===== config.mk =====
export PLATFORM = sky130hd
export DESIGN_NAME = sps_shaper
export DESIGN_NICKNAME = d
export VERILOG_FILES = /design/src/sps_pkg.sv /design/src/sps_div.sv /design/src/sps_enc.sv /design/src/sps_shaper.sv
export SDC_FILE = /design/constraint.sdc
export NUM_CORES = 2
export LEC_CHECK = 0
export BUFFER_PORTS_ARGS = -buffer_cell sky130_fd_sc_hd__buf_2
export CORE_MARGIN = 4
export CORE_UTILIZATION = 65
export DETAILED_ROUTE_END_ITERATION = 10
export PLACE_DENSITY_LB_ADDON = 0.1
export SLEW_MARGIN = 20
export SYNTH_ARGS = -nofsm -noshare
export SYNTH_HDL_FRONTEND = slang
export SYNTH_SLANG_ARGS = --single-unit

===== constraint.sdc =====
create_clock -name sys_clk -period 21.6 [get_ports sys_clk]
set_clock_uncertainty 0.2 [all_clocks]
set_input_delay 1.08 -clock sys_clk [delete_from_list [all_inputs] [get_ports sys_clk]]
set_output_delay 1.08 -clock sys_clk [all_outputs]
set_load 0.1 [all_outputs]

===== src/sps_pkg.sv =====
// Shared constants and types of the speed reference shaper
package sps_pkg;
	// Register byte offsets
	localparam logic [5:0] OFS_CTRL   = 6'h00;
	localparam logic [5:0] OFS_ACCEL  = 6'h04;
	localparam logic [5:0] OFS_DECEL  = 6'h08;
	localparam logic [5:0] OFS_FILT   = 6'h0C;
	localparam logic [5:0] OFS_SRISE  = 6'h10;
	localparam logic [5:0] OFS_THR    = 6'h14;
	localparam logic [5:0] OFS_STAT   = 6'h18;
	localparam logic [5:0] OFS_SPEED  = 6'h1C;
	localparam logic [5:0] OFS_POSERR = 6'h20;
	// Control register fields
	localparam int CTRL_SHAPE_LSB = 0;
	localparam int CTRL_MODE_LSB  = 4;
	localparam int CTRL_REV_BIT   = 8;
	// Status register fields
	localparam int STAT_CLAMP_BIT = 0;
	localparam int STAT_PONLY_BIT = 1;
	localparam int STAT_REQ_BIT   = 2;
	// Reset values and ranges
	localparam logic [15:0] CTRL_RST = 16'h0000;
	localparam logic [15:0] TIME_RST = 16'h0000;
	localparam logic [15:0] THR_RST  = 16'h000A;
	localparam logic [15:0] TIME_MAX = 16'h2710;
	localparam logic [15:0] THR_MAX  = 16'h0BB8;
	localparam logic [3:0]  MODE_CLAMP = 4'hA;
	// Update period of the shaping filters
	localparam int TICK_MS  = 1;
	localparam int CLK_PS   = 8000;
	localparam int TICK_CYC = TICK_MS * 1000000000 / CLK_PS;
	// Bus responses
	localparam logic [1:0] RESP_OKAY   = 2'h0;
	localparam logic [1:0] RESP_SLVERR = 2'h2;
	// Soft start shapes in select order
	typedef enum logic [1:0] {
		SPS_SLOPE, SPS_SCURVE, SPS_FILT1, SPS_FILT2
	} sps_shape_t;
endpackage : sps_pkg


===== src/sps_div.sv =====
// Sequential unsigned divider shared by the shaping stages
`timescale 1ns/100ps
module sps_div #(
	parameter int W = 32
) (
	// Clock and reset
	input  wire logic         sys_clk,
	input  wire logic         nrst,
	// Request
	input  wire logic         start,
	input  wire logic [W-1:0] num,
	input  wire logic [W-1:0] den,
	// Answer
	output logic      [W-1:0] quo,
	output logic              done
);
	localparam int CW = $clog2(W + 1);
	logic [W-1:0]  rem_r;
	logic [W-1:0]  den_r;
	logic [CW-1:0] cnt_r;
	logic          run_r;
	logic [W:0]    trial;

	generate
		if (W < 2) begin : g_chk
			$error("sps_div width too small");
		end
	endgenerate

	// Restoring trial subtraction
	assign trial = {rem_r, quo[W-1]} - {1'b0, den_r};

	// One quotient bit per cycle; den of zero is never issued
	always_ff @(posedge sys_clk) begin
		if (!nrst) begin
			rem_r <= '0;
			den_r <= '0;
			quo   <= '0;
			cnt_r <= '0;
			run_r <= 1'b0;
			done  <= 1'b0;
		end else begin
			done <= 1'b0;
			if (start) begin
				rem_r <= '0;
				quo   <= num;
				den_r <= den;
				cnt_r <= CW'(W);
				run_r <= 1'b1;
			end else if (run_r) begin
				if (!trial[W]) begin
					rem_r <= trial[W-1:0];
					quo   <= {quo[W-2:0], 1'b1};
				end else begin
					rem_r <= {rem_r[W-2:0], quo[W-1]};
					quo   <= {quo[W-2:0], 1'b0};
				end
				cnt_r <= cnt_r - 1'b1;
				if (cnt_r == CW'(1)) begin
					run_r <= 1'b0;
					done  <= 1'b1;
				end
			end
		end
	end
endmodule : sps_div


===== src/sps_enc.sv =====
// Encoder input decoding and feedback pulse outputs
`timescale 1ns/100ps
module sps_enc (
	// Clock and reset
	input  wire logic               sys_clk,
	input  wire logic               nrst,
	// Encoder pins
	input  wire logic               enc_a,
	input  wire logic               enc_b,
	input  wire logic               enc_index,
	// Setting
	input  wire logic               reverse_rotation_select,
	// Position count
	output logic signed [31:0]      pos_count,
	// Feedback pins
	output logic                    feedback_phase_a,
	output logic                    feedback_phase_a_n,
	output logic                    feedback_phase_b,
	output logic                    feedback_phase_b_n,
	output logic                    feedback_index,
	output logic                    feedback_index_n
);
	logic [2:0] s1_r;
	logic [2:0] s2_r;
	logic       a_d_r;
	logic       b_d_r;
	logic       step;
	logic       fwd;

	// Two-stage synchronisers for A, B, index
	always_ff @(posedge sys_clk) begin
		if (!nrst) begin
			s1_r <= 3'h0;
			s2_r <= 3'h0;
		end else begin
			s1_r <= {enc_index, enc_b, enc_a};
			s2_r <= s1_r;
		end
	end

	// Exactly one phase changed means one count; A leading B is forward
	assign step = (s2_r[0] ^ a_d_r) ^ (s2_r[1] ^ b_d_r);
	assign fwd  = s2_r[0] ^ b_d_r;

	// Position count in the motor direction of the drive
	always_ff @(posedge sys_clk) begin
		if (!nrst) begin
			a_d_r     <= 1'b0;
			b_d_r     <= 1'b0;
			pos_count <= '0;
		end else begin
			a_d_r <= s2_r[0];
			b_d_r <= s2_r[1];
			if (step) begin
				if (fwd ^ reverse_rotation_select)
					pos_count <= pos_count + 32'sh1;
				else
					pos_count <= pos_count - 32'sh1;
			end
		end
	end

	// pairs from raw phases
	// Direction setting deliberately not applied here
	always_ff @(posedge sys_clk) begin
		if (!nrst) begin
			feedback_phase_a   <= 1'b0;
			feedback_phase_a_n <= 1'b1;
			feedback_phase_b   <= 1'b0;
			feedback_phase_b_n <= 1'b1;
			feedback_index     <= 1'b0;
			feedback_index_n   <= 1'b1;
		end else begin
			feedback_phase_a   <= s2_r[0];
			feedback_phase_a_n <= ~s2_r[0];
			feedback_phase_b   <= s2_r[1];
			feedback_phase_b_n <= ~s2_r[1];
			feedback_index     <= s2_r[2];
			feedback_index_n   <= ~s2_r[2];
		end
	end
endmodule : sps_enc


===== src/sps_shaper.sv =====
// Speed reference shaper top with AXI4-Lite registers
//
// The address map and the AXI4-Lite slave port were left to the implementer.
`timescale 1ns/100ps
module sps_shaper #(
	parameter int TICK_CYC  = sps_pkg::TICK_CYC,
	parameter int MAX_SPEED = 3000,
	parameter int HOLD_GAIN = 4
) (
	// Clock and reset
	input  wire logic               sys_clk,
	input  wire logic               nrst,
	// AXI4-Lite write
	input  wire logic [5:0]         s_axi_awaddr,
	input  wire logic               s_axi_awvalid,
	output logic                    s_axi_awready,
	input  wire logic [31:0]        s_axi_wdata,
	input  wire logic [3:0]         s_axi_wstrb,
	input  wire logic               s_axi_wvalid,
	output logic                    s_axi_wready,
	output logic [1:0]              s_axi_bresp,
	output logic                    s_axi_bvalid,
	input  wire logic               s_axi_bready,
	// AXI4-Lite read
	input  wire logic [5:0]         s_axi_araddr,
	input  wire logic               s_axi_arvalid,
	output logic                    s_axi_arready,
	output logic [31:0]             s_axi_rdata,
	output logic [1:0]              s_axi_rresp,
	output logic                    s_axi_rvalid,
	input  wire logic               s_axi_rready,
	// Command and clamp request
	input  wire logic signed [15:0] speed_cmd,
	input  wire logic               clamp_request_n,
	// Encoder pins
	input  wire logic               enc_a,
	input  wire logic               enc_b,
	input  wire logic               enc_index,
	// Shaped reference and control state
	output logic signed [15:0]      speed_ref_out,
	output logic                    p_only_ctrl,
	output logic                    clamp_active,
	// Feedback pins
	output logic                    feedback_phase_a,
	output logic                    feedback_phase_a_n,
	output logic                    feedback_phase_b,
	output logic                    feedback_phase_b_n,
	output logic                    feedback_index,
	output logic                    feedback_index_n
);
	import sps_pkg::*;

	localparam int TW = $clog2(TICK_CYC);
	localparam logic signed [15:0] VMAX = 16'(MAX_SPEED);

	// Tick must outlast the five-stage divide walk or updates are lost
	generate
		if (TICK_CYC < 200 || MAX_SPEED < 1 || MAX_SPEED > 32767 ||
		    HOLD_GAIN < 1 || HOLD_GAIN > 32767) begin : g_chk
			$error("sps_shaper parameter out of range");
		end
	endgenerate

	typedef enum logic [2:0] {
		SQ_IDLE, SQ_CMD, SQ_RAMP, SQ_SCRV, SQ_F1, SQ_F2
	} sps_seq_t;

	logic [15:0]        ctrl_r, accel_r, decel_r, filt_r, srise_r, thr_r;
	logic [TW-1:0]      tick_cnt_r;
	logic               tick_r;
	logic               req_s1_r, req_s2_r;
	logic signed [15:0] cmd_s_r, cmdf_r, ramp_r, scrv_r, f1_r, f2_r;
	sps_seq_t           st_r;
	logic               pend_r, div_start_r, div_done;
	logic [31:0]        div_quo;
	logic signed [15:0] cur, tgt, nxt, shaped, zero_tgt, hold_cmd;
	logic [15:0]        tcv, den, thr_eff;
	logic signed [16:0] diff;
	logic [16:0]        dmag;
	logic [31:0]        div_num, moved;
	logic               clamp_r, clamp_cond;
	logic signed [31:0] pos_count, hold_pos_r, pos_err;
	logic signed [47:0] prod;
	logic               aw_full_r, w_full_r, wr_go;
	logic [5:0]         aw_addr_r;
	logic [31:0]        w_data_r;
	logic [3:0]         w_strb_r;
	logic [31:0]        rd_word;
	logic               rd_hit;
	sps_shape_t         shape;
	logic [3:0]         mode;
	logic               rev;

	function automatic logic [16:0] mag17(input logic signed [16:0] v);
		return v[16] ? 17'(-v) : v;
	endfunction

	function automatic logic [15:0] wmerge(input logic [15:0] old,
		input logic [31:0] d, input logic [3:0] s, input logic [15:0] lim);
		logic [15:0] m;
		m = {s[1] ? d[15:8] : old[15:8], s[0] ? d[7:0] : old[7:0]};
		return (m > lim) ? lim : m;
	endfunction

	// Setting fields
	assign shape = sps_shape_t'(ctrl_r[CTRL_SHAPE_LSB +: 2]);
	assign mode  = ctrl_r[CTRL_MODE_LSB +: 4];
	assign rev   = ctrl_r[CTRL_REV_BIT];

	// Millisecond update tick
	always_ff @(posedge sys_clk) begin
		if (!nrst) begin
			tick_cnt_r <= '0;
			tick_r     <= 1'b0;
		end else if (tick_cnt_r == TW'(TICK_CYC - 1)) begin
			tick_cnt_r <= '0;
			tick_r     <= 1'b1;
		end else begin
			tick_cnt_r <= tick_cnt_r + 1'b1;
			tick_r     <= 1'b0;
		end
	end

	// Request pin synchroniser, idle high
	always_ff @(posedge sys_clk) begin
		if (!nrst) begin
			req_s1_r <= 1'b1;
			req_s2_r <= 1'b1;
		end else begin
			req_s1_r <= clamp_request_n;
			req_s2_r <= req_s1_r;
		end
	end

	// Stage operands; clamp drives the ramp and F1 stage targets to zero
	always_comb begin
		zero_tgt = clamp_r ? 16'sh0000 : cmdf_r;
		cur = 16'sh0000;
		tgt = 16'sh0000;
		tcv = 16'h0000;
		unique case (st_r)
			SQ_IDLE: ;
			SQ_CMD: begin
				cur = cmdf_r;
				tgt = cmd_s_r;
				tcv = filt_r;
			end
			SQ_RAMP: begin
				cur = ramp_r;
				tgt = zero_tgt;
				tcv = (mag17(17'(tgt)) > mag17(17'(cur))) ?
					accel_r : decel_r;
			end
			SQ_SCRV: begin
				cur = scrv_r;
				tgt = ramp_r;
				tcv = srise_r;
			end
			SQ_F1: begin
				cur = f1_r;
				tgt = zero_tgt;
				tcv = accel_r;
			end
			SQ_F2: begin
				cur = f2_r;
				tgt = f1_r;
				tcv = accel_r;
			end
		endcase
	end

	// Ceiling division keeps a filter from stalling short of its target
	assign diff    = 17'(tgt) - 17'(cur);
	assign dmag    = mag17(diff);
	assign den     = (tcv == 16'h0000) ? 16'h0001 : tcv;
	assign div_num = (st_r == SQ_RAMP) ?
		32'(VMAX) + 32'(den) - 32'h1 : 32'(dmag) + 32'(den) - 32'h1;
	assign moved   = (div_quo > 32'(dmag)) ? 32'(dmag) : div_quo;

	// slope step, zero time passes step
	always_comb begin
		if (st_r == SQ_RAMP && tcv == 16'h0000)
			nxt = tgt;
		else if (diff[16])
			nxt = 16'(cur - $signed(17'(moved)));
		else
			nxt = 16'(cur + $signed(17'(moved)));
	end

	sps_div #(
		.W      (32)
	) u_div (
		.sys_clk (sys_clk),
		.nrst    (nrst),
		.start   (div_start_r),
		.num     (div_num),
		.den     ({16'h0000, den}),
		.quo     (div_quo),
		.done    (div_done)
	);

	// Per-ms walk through all stages, one division each
	always_ff @(posedge sys_clk) begin
		if (!nrst) begin
			st_r        <= SQ_IDLE;
			pend_r      <= 1'b0;
			div_start_r <= 1'b0;
			cmd_s_r     <= 16'sh0000;
			cmdf_r      <= 16'sh0000;
			ramp_r      <= 16'sh0000;
			scrv_r      <= 16'sh0000;
			f1_r        <= 16'sh0000;
			f2_r        <= 16'sh0000;
		end else begin
			div_start_r <= 1'b0;
			if (st_r == SQ_IDLE) begin
				if (tick_r) begin
					st_r    <= SQ_CMD;
					cmd_s_r <= (speed_cmd > VMAX) ? VMAX :
						(speed_cmd < -VMAX) ? -VMAX : speed_cmd;
				end
			end else if (!pend_r) begin
				pend_r      <= 1'b1;
				div_start_r <= 1'b1;
			end else if (div_done) begin
				pend_r <= 1'b0;
				unique case (st_r)
					SQ_IDLE: ;
					SQ_CMD: begin
						cmdf_r <= nxt;
						st_r   <= SQ_RAMP;
					end
					SQ_RAMP: begin
						ramp_r <= nxt;
						st_r   <= SQ_SCRV;
					end
					SQ_SCRV: begin
						scrv_r <= nxt;
						st_r   <= SQ_F1;
					end
					SQ_F1: begin
						f1_r <= nxt;
						st_r <= SQ_F2;
					end
					SQ_F2: begin
						f2_r <= nxt;
						st_r <= SQ_IDLE;
					end
				endcase
			end
		end
	end

	always_comb begin
		unique case (shape)
			SPS_SLOPE:  shaped = ramp_r;
			SPS_SCURVE: shaped = scrv_r;
			SPS_FILT1:  shaped = f1_r;
			SPS_FILT2:  shaped = f2_r;
		endcase
	end

	sps_enc u_enc (
		.sys_clk                 (sys_clk),
		.nrst                    (nrst),
		.enc_a                   (enc_a),
		.enc_b                   (enc_b),
		.enc_index               (enc_index),
		.reverse_rotation_select (rev),
		.pos_count               (pos_count),
		.feedback_phase_a        (feedback_phase_a),
		.feedback_phase_a_n      (feedback_phase_a_n),
		.feedback_phase_b        (feedback_phase_b),
		.feedback_phase_b_n      (feedback_phase_b_n),
		.feedback_index          (feedback_index),
		.feedback_index_n        (feedback_index_n)
	);

	assign thr_eff = (thr_r > 16'(VMAX)) ? 16'(VMAX) : thr_r;
	assign clamp_cond = (mode == MODE_CLAMP) && !req_s2_r &&
		(mag17(17'(cmdf_r)) < 17'(thr_eff));

	// hold error, any pulse off is pushed back
	assign pos_err = hold_pos_r - pos_count;
	assign prod    = 48'(pos_err) * 48'(HOLD_GAIN);
	assign hold_cmd = (prod > 48'(VMAX)) ? VMAX :
		(prod < -48'(VMAX)) ? -VMAX : 16'(prod);

	// Clamp state; position latched on entry
	always_ff @(posedge sys_clk) begin
		if (!nrst) begin
			clamp_r    <= 1'b0;
			hold_pos_r <= '0;
		end else begin
			clamp_r <= clamp_cond;
			if (clamp_cond && !clamp_r)
				hold_pos_r <= pos_count;
		end
	end

	always_ff @(posedge sys_clk) begin
		if (!nrst) begin
			speed_ref_out <= 16'sh0000;
			p_only_ctrl   <= 1'b0;
			clamp_active  <= 1'b0;
		end else begin
			speed_ref_out <= clamp_r ? hold_cmd : (rev ? -shaped : shaped);
			p_only_ctrl   <= (mode != MODE_CLAMP) && !req_s2_r;
			clamp_active  <= clamp_r;
		end
	end

	// Write channel capture; address and data in either order
	assign wr_go = aw_full_r && w_full_r && !s_axi_bvalid;
	always_ff @(posedge sys_clk) begin
		if (!nrst) begin
			aw_full_r     <= 1'b0;
			w_full_r      <= 1'b0;
			aw_addr_r     <= 6'h00;
			w_data_r      <= 32'h0000_0000;
			w_strb_r      <= 4'h0;
			s_axi_awready <= 1'b0;
			s_axi_wready  <= 1'b0;
			s_axi_bvalid  <= 1'b0;
			s_axi_bresp   <= RESP_OKAY;
		end else begin
			if (!aw_full_r && !s_axi_awready && !s_axi_bvalid)
				s_axi_awready <= 1'b1;
			if (!w_full_r && !s_axi_wready && !s_axi_bvalid)
				s_axi_wready <= 1'b1;
			if (s_axi_awvalid && s_axi_awready) begin
				aw_addr_r     <= {s_axi_awaddr[5:2], 2'h0};
				aw_full_r     <= 1'b1;
				s_axi_awready <= 1'b0;
			end
			if (s_axi_wvalid && s_axi_wready) begin
				w_data_r     <= s_axi_wdata;
				w_strb_r     <= s_axi_wstrb;
				w_full_r     <= 1'b1;
				s_axi_wready <= 1'b0;
			end
			if (wr_go) begin
				aw_full_r    <= 1'b0;
				w_full_r     <= 1'b0;
				s_axi_bvalid <= 1'b1;
				s_axi_bresp  <= (aw_addr_r > OFS_POSERR) ?
					RESP_SLVERR : RESP_OKAY;
			end else if (s_axi_bvalid && s_axi_bready) begin
				s_axi_bvalid <= 1'b0;
			end
		end
	end

	// settings take effect at once, ranges saturated
	always_ff @(posedge sys_clk) begin
		if (!nrst) begin
			ctrl_r  <= CTRL_RST;
			accel_r <= TIME_RST;
			decel_r <= TIME_RST;
			filt_r  <= TIME_RST;
			srise_r <= TIME_RST;
			thr_r   <= THR_RST;
		end else if (wr_go) begin
			case (aw_addr_r)
				OFS_CTRL:  ctrl_r  <= wmerge(ctrl_r, w_data_r, w_strb_r,
					16'h01FF);
				OFS_ACCEL: accel_r <= wmerge(accel_r, w_data_r, w_strb_r,
					TIME_MAX);
				OFS_DECEL: decel_r <= wmerge(decel_r, w_data_r, w_strb_r,
					TIME_MAX);
				OFS_FILT:  filt_r  <= wmerge(filt_r, w_data_r, w_strb_r,
					TIME_MAX);
				OFS_SRISE: srise_r <= wmerge(srise_r, w_data_r, w_strb_r,
					TIME_MAX);
				OFS_THR:   thr_r   <= wmerge(thr_r, w_data_r, w_strb_r,
					THR_MAX);
				default: ;
			endcase
		end
	end

	// Read mux
	always_comb begin
		rd_hit  = 1'b1;
		rd_word = 32'h0000_0000;
		case ({s_axi_araddr[5:2], 2'h0})
			OFS_CTRL:   rd_word = {16'h0000, ctrl_r};
			OFS_ACCEL:  rd_word = {16'h0000, accel_r};
			OFS_DECEL:  rd_word = {16'h0000, decel_r};
			OFS_FILT:   rd_word = {16'h0000, filt_r};
			OFS_SRISE:  rd_word = {16'h0000, srise_r};
			OFS_THR:    rd_word = {16'h0000, thr_r};
			OFS_STAT: begin
				rd_word[STAT_CLAMP_BIT] = clamp_r;
				rd_word[STAT_PONLY_BIT] = p_only_ctrl;
				rd_word[STAT_REQ_BIT]   = req_s2_r;
			end
			OFS_SPEED:  rd_word = 32'(speed_ref_out);
			OFS_POSERR: rd_word = pos_err;
			default:    rd_hit  = 1'b0;
		endcase
	end

	// Read channel; data registered at address acceptance
	always_ff @(posedge sys_clk) begin
		if (!nrst) begin
			s_axi_arready <= 1'b0;
			s_axi_rvalid  <= 1'b0;
			s_axi_rdata   <= 32'h0000_0000;
			s_axi_rresp   <= RESP_OKAY;
		end else begin
			if (!s_axi_arready && !s_axi_rvalid)
				s_axi_arready <= 1'b1;
			if (s_axi_arvalid && s_axi_arready) begin
				s_axi_arready <= 1'b0;
				s_axi_rvalid  <= 1'b1;
				s_axi_rdata   <= rd_word;
				s_axi_rresp   <= rd_hit ? RESP_OKAY : RESP_SLVERR;
			end else if (s_axi_rvalid && s_axi_rready) begin
				s_axi_rvalid <= 1'b0;
			end
		end
	end
endmodule : sps_shaper


==> flow_summary_export.csv <==
group,metric,value,unit
floorplan,rows,79,
drt,drt_iter0_drc,3368,
pwr,worst_ir_drop_vdd,0.06531,mV
drt,vias,29690,
placed_design,place_area,0.03179,sq mm
drt,wl_per_cell,20.44,microns
timing,fmax,80.39,MHz
layout,antenna_cells,0,
worst_hold_path,hp-class,"flip-flop to flip-flop",
timing,setup_viol_count_final,0,
timing,rsz0062_at_grt,"no",
placed_design,dp_cells,4498,
timing,post-route-period-util,57.59,%
yosys,synthCells,3953,
yosys,seq_area_frac_synth,30.00,%
layout,finalNonFillerCells,4591,
clocking,clock_latency,0.64,ns
layout,drive_gt1_share,8.660,%
yosys,synthMuxAreaShare,6.167,%
clocking,cts_made_buffers,50,
layout,layout-area-overhead-vs-synth,8.564,%
clocking,cts_max_level,2,
drt,drcViolationCount,0,
floorplan,die_area,0.05109,sq mm
clocking,cts_setup_buffers,0,
yosys,synth_compound_area_share,24.14,%
placed_design,globalplace.congestion,0.9968,
worst_setup_path,end_kind,"flip-flop",
timing,setup_ws,9.160,ns
job,drv_cap,0,
timing,fin_tns_setup,0,ns
yosys,netlist_area,0.03090,sq mm
worst_setup_path,critical_path_arrival,12.69,ns
drt,routed_wirelength,93830,microns
timing,max_slew_margin,24.54,%
worst_setup_path,critPathSlowestCell,"a21oi_2",
yosys,synth_ff_type,"dfxtp_1",
worst_setup_path,crit_path_frequent_cell,"o21ai_0",
pwr,power_density,68.64,mW/mm^2
pwr,finalPower,2.303,mW
yosys,synthXorXnorAreaFrac,6.021,%
layout,fin_area,0.03355,sq mm
yosys,synth-async-reset-ratio,0,%
clocking,cts-hold-fix-buffers,0,
layout,layout_commonest_cell,"dfxtp_1",
floorplan,die_w,226.0,microns
pwr,p_leak,13.45,nW
clocking,cts_sinks,463,
yosys,synth_edf_count,0,
placed_design,place_ws,9.552,ns
global_route,grt_start_max_net_pins,109,
floorplan,core-area,0.04675,sq mm
global_route,grt_antenna_before_repair,0,
timing,hold_slack,0.2329,ns
floorplan,start_util,66.09,%
yosys,synth_adder_area_share,8.187,%
timing,maxSlewViolCount,0,
drt,drtAntennaViolNets,0,
global_route,grtUsageTotal,35.61,%
placed_design,dp_hpwl,67480,microns
yosys,yosysWarningCount,0,
global_route,grt-ovfl-total,0,
clocking,clk_pin_slew,0.06,ns
worst_setup_path,crit_type,"flip-flop to flip-flop",
layout,final_cell_mix,"dfxtp_1 (459), nor2_1 (430), nand2_1 (406), o21ai_0 (262), a21oi_1 (259)",
worst_setup_path,critPathRequiredTime,21.85,ns
clocking,cts_tree,"yes",
layout,fin_nets,4215,
timing,worstMarginPinSlew,1.132,ns
worst_setup_path,max_stage_delay,0.80,ns
yosys,synth-simple-area-share,20.32,%
layout,finish.utilization,71.75,%
clocking,cts_root_buf,"clkbuf_16",
clocking,cts_resized,0,
yosys,synth.avg_cell_area,7.817,sq um
global_route,grt_pass1_vias,27280,
placed_design,io_buffers,115,
outcome,status,"finished, final reports clean",
yosys,post_synth_num_cell_types,92,
worst_setup_path,critPathMaxFanout,28,
drt,avgViaCountPerCell,6.467,
yosys,synth.ff_latch_count,463,
timing,finalHoldViolCount,0,
worst_setup_path,cp-start-kind,"flip-flop",
yosys,synth_top_family_by_area,"compound AO/OA/AOI/OAI gates",
drt,first_pass_iters,7,
timing,fin_crit,12.44,ns
global_route,grt_first_pass_wirelength,148100,microns
clocking,cts_buffer_depth,3,
floorplan,die_h,226.0,microns
floorplan,io_pins,140,
==> critical path, delay by kind of cell, from the launching register on <==
kind                       cells  cell delay [ns]
AOI/OAI and AO/OA             25             6.37
and+or+nand+nor               13             2.30
adders and majority gates      5             1.38
buffers and inverters          4             0.91
xor gates and xnor gates       2             0.75
DFF                            1             0.33
==> registers in the layout (all words and copies together) (netlist names), 6 cells and up <==
register and cells:
w_data_r 16, u_enc.pos_count 32, tick_cnt_r 17, u_div.quo 32, accel_r 16, ramp_r 16
srise_r 16, u_div.rem_r 32, s_axi_rdata 32, thr_r 16, f1_r 16, u_div.cnt_r 6
scrv_r 16, hold_pos_r 32, ctrl_r 16, filt_r 16, speed_ref_out 16, u_div.den_r 16
decel_r 16, cmdf_r 16, f2_r 16, cmd_s_r 16
==> per-layer routing <==
| metal | GRT usage (%) | up-vias | part of all wire [%] |
|---|---|---|---|
| li1 | - | 14180 | - |
| met1 | 47.57 | 13730 | 42 |
| met2 | 55.97 | 1451 | 44 |
| met3 | 6.720 | 329 | 9.3 |
| met4 | 16.69 | 0 | 5.5 |
| met5 | 0 | - | 0 |
==> worst paths after layout <==
check | from | endpoint | cells after the start | slack, ns
worst max register to register | st_r[2] | f2_r[15] | 49 | 9.16
worst min register to register | u_enc.s1_r[1] | u_enc.s2_r[1] | 1 | 0.23
worst max-delay path | st_r[2] | f2_r[15] | 49 | 9.16
worst min-delay path | u_enc.s1_r[1] | u_enc.s2_r[1] | 1 | 0.23
==> logic make-up (layout without fill, tap and decap cells) <==
kind of cell,Yosys count,after routing
AND/OR/NAND/NOR,1356,1356
flip-flops,463,463
multiplexers,168,168
AO/OA/AOI/OAI,1135,1135
adder cells (fa/ha/maj),199,199
other,2,8
XOR/XNOR,210,210
buffers and inverters,420,445
==> where the power goes <==
part | internal, mW | switching (mW)
registers | 0.875 | 0.0260
clock network | 0.533 | 0.383
logic | 0.189 | 0.296
==> final cells by class <==
cell class / instances / area, sq um
Clock inverter: 29 / 394.1
Inverter: 197 / 747.0
Fill cell: 3885 / 13210
Timing Repair Buffer: 155 / 878.3
Multi-Input combinational cell: 3076 / 20140
Tap cell: 607 / 759.5
Clock buffer: 64 / 1354
Sequential cell: 463 / 9274
==> cell usage after synthesis, types with 13 or more instances <==
cell type / n / share of area (%)
o221a_2: 19 / 0.69
nor2_1: 433 / 5.3
a221oi_1: 33 / 0.94
o22ai_1: 30 / 0.61
buf_1: 28 / 0.34
nor2b_1: 43 / 0.87
mux2_2: 15 / 0.55
and3_1: 37 / 0.75
dfxtp_1: 463 / 30
a211oi_1: 104 / 2.5
a21o_1: 46 / 1.1
inv_1: 195 / 2.4
a21oi_1: 262 / 4.2
a21boi_0: 21 / 0.51
nor4_1: 31 / 0.63
nand2_1: 406 / 4.9
or2_2: 20 / 0.40
o211ai_1: 17 / 0.41
o21a_1: 48 / 1.2
mux4_2: 16 / 1.2
o21bai_1: 16 / 0.39
a31oi_1: 35 / 0.71
nand3_1: 67 / 1.1
a22oi_1: 47 / 1.1
a22o_1: 27 / 0.77
nor3_1: 90 / 1.5
or3_1: 50 / 1.0
mux2i_1: 136 / 4.4
ha_1: 191 / 7.7
clkbuf_1: 187 / 2.3
nand4_1: 19 / 0.38
and2_1: 52 / 1.1
xnor2_1: 106 / 3.0
o21ai_0: 262 / 4.2
xor2_1: 102 / 2.9
nand2b_1: 62 / 1.3
o221ai_1: 13 / 0.37
o31ai_1: 37 / 0.90
a32oi_1: 17 / 0.48
Power figures use the tool's default switching activity.
